[config.mk]
export PLATFORM = sky130hd
export DESIGN_NAME = dsw_guard
export DESIGN_NICKNAME = d
export VERILOG_FILES = /design/src/pkg/dsw_pkg.sv /design/src/pkg/dsw_seek_if.sv /design/src/hdl/dsw_guard.sv /design/src/hdl/dsw_mask_timer.sv /design/src/hdl/dsw_seek_seq.sv
export SDC_FILE = /design/constraint.sdc
export NUM_CORES = 1
export LEC_CHECK = 0
export BUFFER_PORTS_ARGS = -buffer_cell sky130_fd_sc_hd__buf_2
export CAP_MARGIN = 20
export CELL_PAD_IN_SITES_DETAIL_PLACEMENT = 2
export CELL_PAD_IN_SITES_GLOBAL_PLACEMENT = 2
export CORE_MARGIN = 2
export CORE_UTILIZATION = 36
export CTS_CLUSTER_SIZE = 10
export DETAILED_ROUTE_END_ITERATION = 8
export GPL_TIMING_DRIVEN = 0
export PLACE_DENSITY = 0.84
export SETUP_SLACK_MARGIN = 0.5
export SLEW_MARGIN = 15
export SYNTH_ARGS = -nofsm -noshare
export SYNTH_HDL_FRONTEND = slang
export SYNTH_HIERARCHICAL = 1
export SYNTH_SLANG_ARGS = --single-unit
[constraint.sdc]
create_clock -name i_clk -period 9.8 [get_ports i_clk]
set_clock_uncertainty 0.1 [all_clocks]
set_input_delay 0.98 -clock i_clk [delete_from_list [all_inputs] [get_ports i_clk]]
set_output_delay 0.98 -clock i_clk [all_outputs]
set_load 0.01 [all_outputs]
[src/pkg/dsw_pkg.sv]
// shared constants and types for the disk seek and write guard block
// assumes a single 125 MHz clock and an apb slave with 32-bit data
package dsw_pkg;
	// clock rate and timing figures
	localparam int unsigned CLK_MHZ = 125;
	localparam int unsigned MASK_TIME_US = 128;
	localparam int unsigned MASK_CYCLES = MASK_TIME_US * CLK_MHZ;
	localparam int unsigned STEP_GAP_US = 25;
	localparam int unsigned STEP_GAP_CYCLES = STEP_GAP_US * CLK_MHZ;
	// drive geometry and counter widths
	localparam int unsigned HEADS_FITTED = 4;
	localparam int unsigned CNT_W = 12;
	// register byte offsets
	localparam logic [7:0] OFF_CTRL = 8'h00;
	localparam logic [7:0] OFF_STATUS = 8'h04;
	localparam logic [7:0] OFF_IRQ_STAT = 8'h08;
	localparam logic [7:0] OFF_IRQ_MASK = 8'h0c;
	localparam logic [7:0] OFF_FAULT = 8'h10;
	// control field positions and reset values
	localparam int unsigned CTRL_BURST_EN = 0;
	localparam logic [1:0] CTRL_RST = 2'h0;
	localparam int unsigned CTRL_W = 2;
	localparam int unsigned CTRL_STEP_CNT_CLR = 1;
	// status field positions
	localparam int unsigned ST_POS_MODE = 0;
	localparam int unsigned ST_BUSY = 1;
	localparam int unsigned ST_FAULT = 2;
	localparam int unsigned ST_MASK = 3;
	localparam int unsigned ST_TRIM = 4;
	localparam int unsigned ST_TRIM_DIR = 5;
	localparam int unsigned ST_CNT_LSB = 16;
	// interrupt field positions, shared by status and mask
	localparam int unsigned IRQ_SEEK_DONE = 0;
	localparam int unsigned IRQ_WR_FAULT = 1;
	localparam int unsigned IRQ_INDEX = 2;
	localparam int unsigned IRQ_W = 3;
	localparam logic [2:0] IRQ_MASK_RST = 3'h0;
	// fault cause field positions
	localparam int unsigned FC_SENSE = 0;
	localparam int unsigned FC_GATE = 1;
	localparam int unsigned FC_HEAD = 2;
	localparam int unsigned FC_W = 3;
	// seek sequencer states
	typedef enum logic [2:0] {
		SK_IDLE = 3'h1,
		SK_VEL = 3'h2,
		SK_POS = 3'h4
	} dsw_seek_e;
endpackage

[src/pkg/dsw_seek_if.sv]
// signals between the guard top and its seek sequencer
// assumes one clock domain; the top drives the events, the sequencer the rest
`timescale 1ns/1ps
interface dsw_seek_if #(parameter int unsigned CNT_W = dsw_pkg::CNT_W);
	logic step;
	logic dir_in;
	logic boundary;
	logic pos_mode;
	logic busy;
	logic done;
	logic motor_dir;
	logic [CNT_W-1:0] pending;
	logic [CNT_W-1:0] total;
	logic clr_total;
	modport seq (input step, dir_in, boundary, clr_total,
		output pos_mode, busy, done, motor_dir, pending, total);
	modport user (output step, dir_in, boundary, clr_total,
		input pos_mode, busy, done, motor_dir, pending, total);
endinterface

[src/hdl/dsw_guard.sv]
// disk drive main-board seek and write guard, with an apb register slave
// assumes every pin input is synchronous to i_clk and reset is power-on only
//
// Implementation choices: the placing of the registers and the APB interface to the registers.
`timescale 1ns/1ps
module dsw_guard #(
	parameter int unsigned MASK_CYCLES = dsw_pkg::MASK_CYCLES,
	parameter int unsigned HEADS = dsw_pkg::HEADS_FITTED
) (
	// clock and reset
	input wire logic i_clk,
	input wire logic i_rstn,
	// apb slave
	input wire logic i_psel,
	input wire logic i_penable,
	input wire logic i_pwrite,
	input wire logic [7:0] i_paddr,
	input wire logic [31:0] i_pwdata,
	output logic [31:0] o_prdata,
	output logic o_pready,
	output logic o_pslverr,
	// seek control from the host
	input wire logic i_step,
	input wire logic i_dir_in,
	// read and write control from the host
	input wire logic [2:0] i_head_sel,
	input wire logic i_write_gate_n,
	input wire logic i_write_protect,
	input wire logic i_write_data,
	// drive sensors
	input wire logic i_index,
	input wire logic i_track_phase,
	input wire logic i_wr_fault_sense,
	input wire logic [7:0] i_burst_a,
	input wire logic [7:0] i_burst_b,
	input wire logic i_final_image,
	// servo outputs
	output logic o_pos_mode,
	output logic o_motor_dir,
	output logic o_seek_complete,
	output logic o_trim_en,
	output logic o_trim_dir,
	// head and write path outputs
	output logic [2:0] o_read_head,
	output logic [2:0] o_write_head,
	output logic o_write_amp_en,
	output logic o_write_data,
	output logic o_write_disable,
	output logic o_servo_mask,
	output logic o_write_fault,
	// interrupt
	output logic o_irq
);
	////////////////////////////////////////////////////////////////////////
	// types and state

	localparam int unsigned CW = dsw_pkg::CNT_W;
	localparam int unsigned IW = dsw_pkg::IRQ_W;
	localparam int unsigned FW = dsw_pkg::FC_W;

	// one packed struct holds every register of the top; r_next is its next value
	typedef struct packed {
		logic step_q;
		logic phase_q;
		logic seek_cpl;
		logic fault;
		logic [FW-1:0] cause;
		logic amp_en;
		logic wr_data;
		logic [2:0] rd_head;
		logic [2:0] wr_head;
		logic trim_en;
		logic trim_dir;
		logic [dsw_pkg::CTRL_W-1:0] ctrl;
		logic [IW-1:0] irq_stat;
		logic [IW-1:0] irq_mask;
		logic irq;
		logic [31:0] prdata;
		logic pready;
		logic pslverr;
	} dsw_guard_s;

	dsw_guard_s r_reg;
	dsw_guard_s r_next;

	logic mask_win;
	logic mask_now;
	logic setup;
	logic wr_acc;
	logic fault_gate;
	logic fault_head;
	logic [FW-1:0] cause_new;
	logic [IW-1:0] events;
	logic [IW-1:0] w1c;
	logic [31:0] status_word;

	// the sequencer keeps its own state; the top only feeds it edges, the direction and the total clear,
	// and reads back gain, busy, done, direction and counts, so the seek path stands on its own
	dsw_seek_if #(.CNT_W(CW)) sk ();

	////////////////////////////////////////////////////////////////////////
	// address decode

	// register map, one aligned 32-bit word each:
	//   0x00 control: bit 0 burst correction enable, bit 1 clears the step total
	//   0x04 status, read only: gain mode, busy, fault, mask, trim, pending tracks
	//   0x08 interrupt status, write one to clear; a new event wins over a clear
	//   0x0c interrupt mask, same layout as the interrupt status
	//   0x10 fault causes, sticky, with the step total in the upper half
	// anything else answers with an error response and reads as zero
	// true for every register offset the slave answers
	function automatic logic is_mapped(input logic [7:0] addr);
		case (addr)
			dsw_pkg::OFF_CTRL,
			dsw_pkg::OFF_STATUS,
			dsw_pkg::OFF_IRQ_STAT,
			dsw_pkg::OFF_IRQ_MASK,
			dsw_pkg::OFF_FAULT: is_mapped = 1'b1;
			default: is_mapped = 1'b0;
		endcase
	endfunction

	////////////////////////////////////////////////////////////////////////
	// submodules

	// servo mask window, retriggered by each index pulse
	dsw_mask_timer #(
		.CYCLES(MASK_CYCLES)
	) u_mask (
		.i_clk(i_clk),
		.i_rstn(i_rstn),
		.i_index(i_index),
		.o_mask(mask_win)
	);

	// step counting and gain selection
	dsw_seek_seq u_seek (
		.i_clk(i_clk),
		.i_rstn(i_rstn),
		.sk(sk.seq)
	);

	// events toward the sequencer, edge detected so a long pulse counts once
	assign sk.step = i_step & ~r_reg.step_q;
	assign sk.dir_in = i_dir_in;
	assign sk.boundary = i_track_phase ^ r_reg.phase_q;
	assign sk.clr_total = wr_acc && i_paddr == dsw_pkg::OFF_CTRL &&
		i_pwdata[dsw_pkg::CTRL_STEP_CNT_CLR];

	////////////////////////////////////////////////////////////////////////
	// write fault detection

	// the index pulse itself closes the amplifier, the timer holds it after
	assign mask_now = mask_win | i_index;

	// write data while the gate reads high, including a floating gate
	assign fault_gate = i_write_data & i_write_gate_n;

	// write attempt on a head beyond those fitted
	assign fault_head = i_write_data & ~i_write_gate_n &
		({1'b0, i_head_sel} >= 4'(HEADS));

	// one bit per source, so software can tell a head fault from a gate fault
	// cause bits in fixed positions for the fault register
	always_comb begin
		cause_new = '0;
		cause_new[dsw_pkg::FC_SENSE] = i_wr_fault_sense;
		cause_new[dsw_pkg::FC_GATE] = fault_gate;
		cause_new[dsw_pkg::FC_HEAD] = fault_head;
	end

	////////////////////////////////////////////////////////////////////////
	// bus phase decode

	assign setup = i_psel & ~i_penable;
	// a write lands only at the completing access edge
	assign wr_acc = i_psel & i_penable & i_pwrite & r_reg.pready &
		is_mapped(i_paddr);

	// status word sampled in the setup cycle of a read
	always_comb begin
		status_word = '0;
		status_word[dsw_pkg::ST_POS_MODE] = sk.pos_mode;
		status_word[dsw_pkg::ST_BUSY] = sk.busy;
		status_word[dsw_pkg::ST_FAULT] = r_reg.fault;
		status_word[dsw_pkg::ST_MASK] = mask_win;
		status_word[dsw_pkg::ST_TRIM] = r_reg.trim_en;
		status_word[dsw_pkg::ST_TRIM_DIR] = r_reg.trim_dir;
		status_word[dsw_pkg::ST_CNT_LSB +: CW] = sk.pending;
	end

	// interrupt sources, each a single-cycle event
	always_comb begin
		events = '0;
		events[dsw_pkg::IRQ_SEEK_DONE] = sk.done;
		events[dsw_pkg::IRQ_WR_FAULT] = (|cause_new) & ~r_reg.fault;
		events[dsw_pkg::IRQ_INDEX] = i_index;
	end

	// write-one-to-clear strobes for the interrupt status
	assign w1c = (wr_acc && i_paddr == dsw_pkg::OFF_IRQ_STAT) ?
		i_pwdata[IW-1:0] : '0;

	////////////////////////////////////////////////////////////////////////
	// next state

	always_comb begin
		r_next = r_reg;
		r_next.step_q = i_step;
		r_next.phase_q = i_track_phase;
		// seek complete trails busy by one edge so the pin is a plain register;
		// the gain line has already settled when a polling host sees it
		r_next.seek_cpl = ~sk.busy;

		// fault latch: no input clears it, only power-on reset
		r_next.cause = r_reg.cause | cause_new;
		r_next.fault = r_reg.fault | (|cause_new);

		// amplifier off on disable, mask or protect low; data gated on the
		// same edge, so nothing reaches the head once a condition is seen
		r_next.amp_en = ~r_next.fault & ~mask_now & i_write_protect &
			~i_write_gate_n;
		r_next.wr_data = i_write_data & r_next.amp_en;
		r_next.wr_head = i_head_sel;

		// head choice: host lines ignored inside the window; the live phase is
		// used, not phase_q, so the head follows the crossing on the next edge
		if (mask_now) begin
			r_next.rd_head = {2'h0, ~i_track_phase};
		end else begin
			r_next.rd_head = i_head_sel;
		end

		// burst correction only when parked, enabled and the final image runs
		// trimming during a seek would fight the velocity loop, so it waits
		r_next.trim_en = r_reg.ctrl[dsw_pkg::CTRL_BURST_EN] & i_final_image &
			~sk.busy & (i_burst_a != i_burst_b);
		r_next.trim_dir = (i_burst_a < i_burst_b);

		// interrupt status: a set in the clearing cycle wins
		r_next.irq_stat = (r_reg.irq_stat & ~w1c) | events;

		// register writes
		if (wr_acc) begin
			case (i_paddr)
				dsw_pkg::OFF_CTRL: begin
					r_next.ctrl = i_pwdata[dsw_pkg::CTRL_W-1:0];
					r_next.ctrl[dsw_pkg::CTRL_STEP_CNT_CLR] = 1'b0;
				end
				dsw_pkg::OFF_IRQ_MASK: begin
					r_next.irq_mask = i_pwdata[IW-1:0];
				end
				default: begin
					r_next.ctrl = r_reg.ctrl;
				end
			endcase
		end

		// next status and mask are used so the line rises with the status bit
		r_next.irq = |(r_next.irq_stat & r_next.irq_mask);

		// answer in the cycle after setup, so every access has one wait-free
		// access phase; read data is captured at setup and then held
		r_next.pready = setup;
		// a miss gets an error instead of a hang, so a stray access costs one
		// cycle and changes nothing
		r_next.pslverr = setup & ~is_mapped(i_paddr);
		if (setup && !i_pwrite) begin
			case (i_paddr)
				dsw_pkg::OFF_CTRL: begin
					r_next.prdata = {30'h0, r_reg.ctrl};
				end
				dsw_pkg::OFF_STATUS: begin
					r_next.prdata = status_word;
				end
				dsw_pkg::OFF_IRQ_STAT: begin
					r_next.prdata = {29'h0, r_reg.irq_stat};
				end
				dsw_pkg::OFF_IRQ_MASK: begin
					r_next.prdata = {29'h0, r_reg.irq_mask};
				end
				dsw_pkg::OFF_FAULT: begin
					r_next.prdata = {{(32-CW){1'b0}}, sk.total} << 16 |
						{29'h0, r_reg.cause};
				end
				default: begin
					r_next.prdata = '0;
				end
			endcase
		end
	end

	////////////////////////////////////////////////////////////////////////
	// state register

	// power-on reset is the only clear the fault latch ever sees
	always_ff @(posedge i_clk or negedge i_rstn) begin
		if (!i_rstn) begin
			r_reg <= '0;
			r_reg.seek_cpl <= 1'b1;
			r_reg.ctrl <= dsw_pkg::CTRL_RST;
			r_reg.irq_mask <= dsw_pkg::IRQ_MASK_RST;
		end else begin
			r_reg <= r_next;
		end
	end

	////////////////////////////////////////////////////////////////////////
	// outputs, each from a flip-flop
	// no output passes through decode, so the host never sees a glitch

	assign o_prdata = r_reg.prdata;
	assign o_pready = r_reg.pready;
	assign o_pslverr = r_reg.pslverr;
	assign o_pos_mode = sk.pos_mode;
	assign o_motor_dir = sk.motor_dir;
	assign o_seek_complete = r_reg.seek_cpl;
	assign o_trim_en = r_reg.trim_en;
	assign o_trim_dir = r_reg.trim_dir;
	assign o_read_head = r_reg.rd_head;
	assign o_write_head = r_reg.wr_head;
	assign o_write_amp_en = r_reg.amp_en;
	assign o_write_data = r_reg.wr_data;
	assign o_write_disable = r_reg.fault;
	assign o_servo_mask = mask_win;
	assign o_write_fault = r_reg.fault;
	assign o_irq = r_reg.irq;
endmodule

[src/hdl/dsw_mask_timer.sv]
// servo mask window timer, restarted by every spindle index
// assumes the index input is a one-cycle pulse synchronous to the clock
`timescale 1ns/1ps
module dsw_mask_timer #(
	parameter int unsigned CYCLES = dsw_pkg::MASK_CYCLES
) (
	// clock and reset
	input wire logic i_clk,
	input wire logic i_rstn,
	// index event and window
	input wire logic i_index,
	output logic o_mask
);
	localparam int unsigned TW = $clog2(CYCLES + 1);
	typedef struct packed {
		logic [TW-1:0] cnt;
		logic mask;
	} dsw_mt_s;
	dsw_mt_s r_reg;
	dsw_mt_s r_next;

	// window opens on index and closes after the programmed count
	always_comb begin
		r_next = r_reg;
		if (i_index) begin
			r_next.cnt = TW'(1);
			r_next.mask = 1'b1;
		end else if (r_reg.mask) begin
			r_next.cnt = r_reg.cnt + TW'(1);
			r_next.mask = (r_reg.cnt < TW'(CYCLES));
		end
	end

	always_ff @(posedge i_clk or negedge i_rstn) begin
		if (!i_rstn) begin
			r_reg <= '0;
		end else begin
			r_reg <= r_next;
		end
	end

	assign o_mask = r_reg.mask;
endmodule

[src/hdl/dsw_seek_seq.sv]
// seek sequencer: counts steps in, track boundaries out, picks servo gain
// assumes step and boundary are single-cycle events from the top
`timescale 1ns/1ps
module dsw_seek_seq (
	// clock and reset
	input wire logic i_clk,
	input wire logic i_rstn,
	// link to the guard top
	dsw_seek_if.seq sk
);
	localparam int unsigned CW = dsw_pkg::CNT_W;
	typedef struct packed {
		dsw_pkg::dsw_seek_e state;
		logic [CW-1:0] pending;
		logic [CW-1:0] total;
		logic dir;
		logic done;
		logic pos_mode;
		logic busy;
	} dsw_sk_s;
	dsw_sk_s r_reg;
	dsw_sk_s r_next;
	logic [CW-1:0] cnt;

	// a step and a boundary in one cycle cancel outside idle and below full; count saturates at full
	always_comb begin
		r_next = r_reg;
		r_next.done = 1'b0;
		cnt = r_reg.pending;
		if (sk.step && !(&cnt)) begin
			cnt = cnt + CW'(1);
		end
		if (sk.boundary && r_reg.state != dsw_pkg::SK_IDLE && cnt != '0) begin
			cnt = cnt - CW'(1);
		end
		if (sk.step && r_reg.state == dsw_pkg::SK_IDLE) begin
			r_next.dir = sk.dir_in;
		end
		if (sk.clr_total) begin
			r_next.total = '0;
		end else if (sk.step && !(&r_reg.total)) begin
			r_next.total = r_reg.total + CW'(1);
		end
		r_next.pending = cnt;
		case (r_reg.state)
			dsw_pkg::SK_IDLE, dsw_pkg::SK_VEL, dsw_pkg::SK_POS: begin
				if (cnt == '0) begin
					r_next.state = dsw_pkg::SK_IDLE;
					r_next.done = (r_reg.state != dsw_pkg::SK_IDLE);
				end else if (cnt == CW'(1)) begin
					r_next.state = dsw_pkg::SK_POS;
				end else begin
					r_next.state = dsw_pkg::SK_VEL;
				end
			end
			default: begin
				r_next.state = dsw_pkg::SK_IDLE;
			end
		endcase
		// gain and busy registered from the next state, so pins see no decode
		r_next.pos_mode = (r_next.state != dsw_pkg::SK_VEL);
		r_next.busy = (r_next.state != dsw_pkg::SK_IDLE);
	end

	always_ff @(posedge i_clk or negedge i_rstn) begin
		if (!i_rstn) begin
			r_reg.state <= dsw_pkg::SK_IDLE;
			r_reg.pending <= '0;
			r_reg.total <= '0;
			r_reg.dir <= 1'b0;
			r_reg.done <= 1'b0;
			r_reg.pos_mode <= 1'b1;
			r_reg.busy <= 1'b0;
		end else begin
			r_reg <= r_next;
		end
	end

	// low gain everywhere but velocity operation
	assign sk.pos_mode = r_reg.pos_mode;
	assign sk.busy = r_reg.busy;
	assign sk.done = r_reg.done;
	assign sk.motor_dir = r_reg.dir;
	assign sk.pending = r_reg.pending;
	assign sk.total = r_reg.total;
endmodule

==> impl_metrics.json <==
{
  "status": "complete, no violations",
  "maxSlewHeadroom": 0.475,
  "cts.sinks": 91,
  "hold_class": "flip-flop to flip-flop",
  "drt_pass1_iterations": 4,
  "post-cts-setup-buffer-count": 0,
  "place_area_um2": 6400,
  "yosysTopAreaCellShare": 0.389,
  "async_reset_ff_frac": 1.00,
  "ios": 124,
  "dpl.cell_count": 884,
  "synth-main-ff-cell": "dfrtp_1",
  "required_ps": 9960,
  "antenna_left": 0,
  "setup_tns_ps": 0,
  "layout_common_cells": "dfrtp_1 (88), buf_2 (85), buf_4 (69)",
  "pwr_density_cell_nw_per_um2": 212,
  "initial_core_util": 0.370,
  "fin_nets": 769,
  "ys_warn_count": 6,
  "pre_cts_ws_ps": 5350,
  "drive_above_1_share": 0.322,
  "design_area_um2": 6690,
  "h-tree-depth": 3,
  "hpwl_mm": 13.9,
  "grt-ovfl-total": 0,
  "rsz0062_at_grt": "no",
  "worst_slack_ps": 5680,
  "ys_seq_area_frac": 0.403,
  "vias": 4861,
  "hold_viol_final": 0,
  "rows": 45,
  "fp.dieArea_um2": 16700,
  "root_buffer": "clkbuf_16",
  "worst_pin_slew_ps": 780,
  "largest_reg_flops": 18,
  "fmax_mhz": 243,
  "cap_violations": 0,
  "drt_iter0_markers": 220,
  "ys_ff_latch": 91,
  "grt_usage": 0.232,
  "fin_util": 0.437,
  "synthTopCellsByArea": "dfrtp_1 (39%), buf_4 (9.0%), nor2_1 (3.0%)",
  "area_growth_pct": 18.1,
  "synth_largest_area_cell": "dfrtp_1",
  "cts_tree": "done",
  "grt_max_degree": 50,
  "critPathMaxFanout": 10,
  "ys_types": 78,
  "period_needed_ps": 4120,
  "drv_slew": 0,
  "mappedNetlistArea_um2": 5660,
  "clock_tree.buffer_depth": 2,
  "grt_pass1_vias": 5417,
  "vias_per_cell": 5.40,
  "post_cts_resized": 0,
  "die_h_um": 129,
  "clkSlewWorstSetupHoldPaths_ps": 70,
  "wl_mm": 18.7,
  "io_buffers": 78,
  "route.detailed.drc": 0,
  "setup_viol": 0,
  "insertion_delay_ps": 360,
  "wire_per_inst_um": 20.8,
  "routabilityCongestion": 0.851,
  "irDropWorstVdd_uv": 103,
  "cts_made_buffers": 9,
  "fillerInstances": 1707,
  "crit_type": "primary input to flip-flop",
  "cp-end-kind": "flip-flop",
  "postSynthCellCount": 581,
  "cts.hold.buffers_added": 0,
  "synth_edf_count": 0,
  "crit_path_start_kind": "primary input",
  "grt_pass1_wl_mm": 29.9,
  "core_area_um2": 15300,
  "die-width_um": 129,
  "final_cells": 900,
  "fin_crit_sh": 0.421,
  "n_antenna_cell": 0,
  "worstPathArrival_ps": 4290,
  "synth.avg_cell_area_um2": 9.75,
  "final_common_cell": "dfrtp_1",
  "antenna_found_initial": 0,
  "p_leak_nw": 3.01
}
## where the power goes
group / leakage [nW] / switching [W] / internal [W]
Combinational: 1.73 / 0.000316 / 0.000236
Sequential: 1.14 / 0.0000738 / 0.000441
Clock: 0.140 / 0.000172 / 0.000179
Total: 3.01 / 0.000562 / 0.000856
## worst paths after layout
check                                      start               end  slack [ps]  cells after the start
setup / recovery                          i_step    u_seek/sk.done        5680                     13
hold / removal                    u_seek/sk.busy   o_seek_complete         410                      1
setup reg to reg           u_seek/sk.pending[11]    u_seek/sk.done        5780                     11
hold reg to reg                   u_seek/sk.busy   o_seek_complete         410                      1
max in group asynchronous                 i_rstn  u_seek/r_reg[28]        8310                      2
min in group asynchronous                 i_rstn      o_prdata[19]         560                      1
## metal layers
| metal | global-route usage | up-vias | part of all wire |
|---|---|---|---|
| met5 | 0 | - | 0 |
| met4 | 0.0867 | 0 | 0.023 |
| met3 | 0.0326 | 33 | 0.037 |
| met2 | 0.416 | 119 | 0.51 |
| met1 | 0.282 | 2487 | 0.43 |
| li1 | - | 2222 | - |
## final cells by class
class / count / area [um2] / area share
Sequential cell: 91 / 2280 / 0.341
Clock inverter: 7 / 67.6 / 0.0101
Timing Repair Buffer: 79 / 420 / 0.0629
Tap cell: 211 / 264 / 0.0395
Clock buffer: 9 / 225 / 0.0337
Inverter: 21 / 78.8 / 0.0118
Multi-Input combinational cell: 390 / 2680 / 0.400
Buffer: 92 / 676 / 0.101
## critical path, stage by stage
cell and delay [ps]:
buf_2 80, nor2b_1 370, buf_2 330, o31ai_1 180, mux2i_1 310, ha_1 310, nand2_1 120, a211oi_4 430
nand4_2 190, a21o_1 190, a211oi_2 230, and4bb_4 320, nor4b_4 220
## cells by family (layout without fill, tap and decap cells)
logic type | count (synthesis) | count (layout) | synth area share
simple gates | 200 | 200 | 0.214
flops | 91 | 91 | 0.403
other cells | 1 | 14 | 0.000662
fa+ha+maj | 12 | 12 | 0.0265
compound gates | 122 | 122 | 0.150
xor+xnor | 21 | 21 | 0.0325
mux | 21 | 21 | 0.0407
buf+inv | 113 | 208 | 0.133
## per-stage QoR
step	power [W]	hold slack, ps
after global placement	0.00102	348
final	0.00142	406
after CTS	0.00142	414
after floorplan	0.000887	274
after global routing	0.00150	422
after detailed placement	0.00106	384
## Yosys cell counts (all sizes together) (4+ instances only)
cell,instances
a21o,5
a21oi,27
a22oi,16
a31oi,5
and2,7
and3,4
and4,10
buf,85
clkbuf,7
dfrtp,88
ha,12
inv,21
mux2,13
mux2i,8
nand2,23
nand2b,6
nand3,22
nand4,25
nand4b,4
nor2,46
nor2b,12
nor3b,4
nor4,7
o2111a,4
o21ai,33
o31ai,7
or2,7
or3,6
or4,4
xnor2,8
xor2,13
Power figures use the tool's default switching activity.
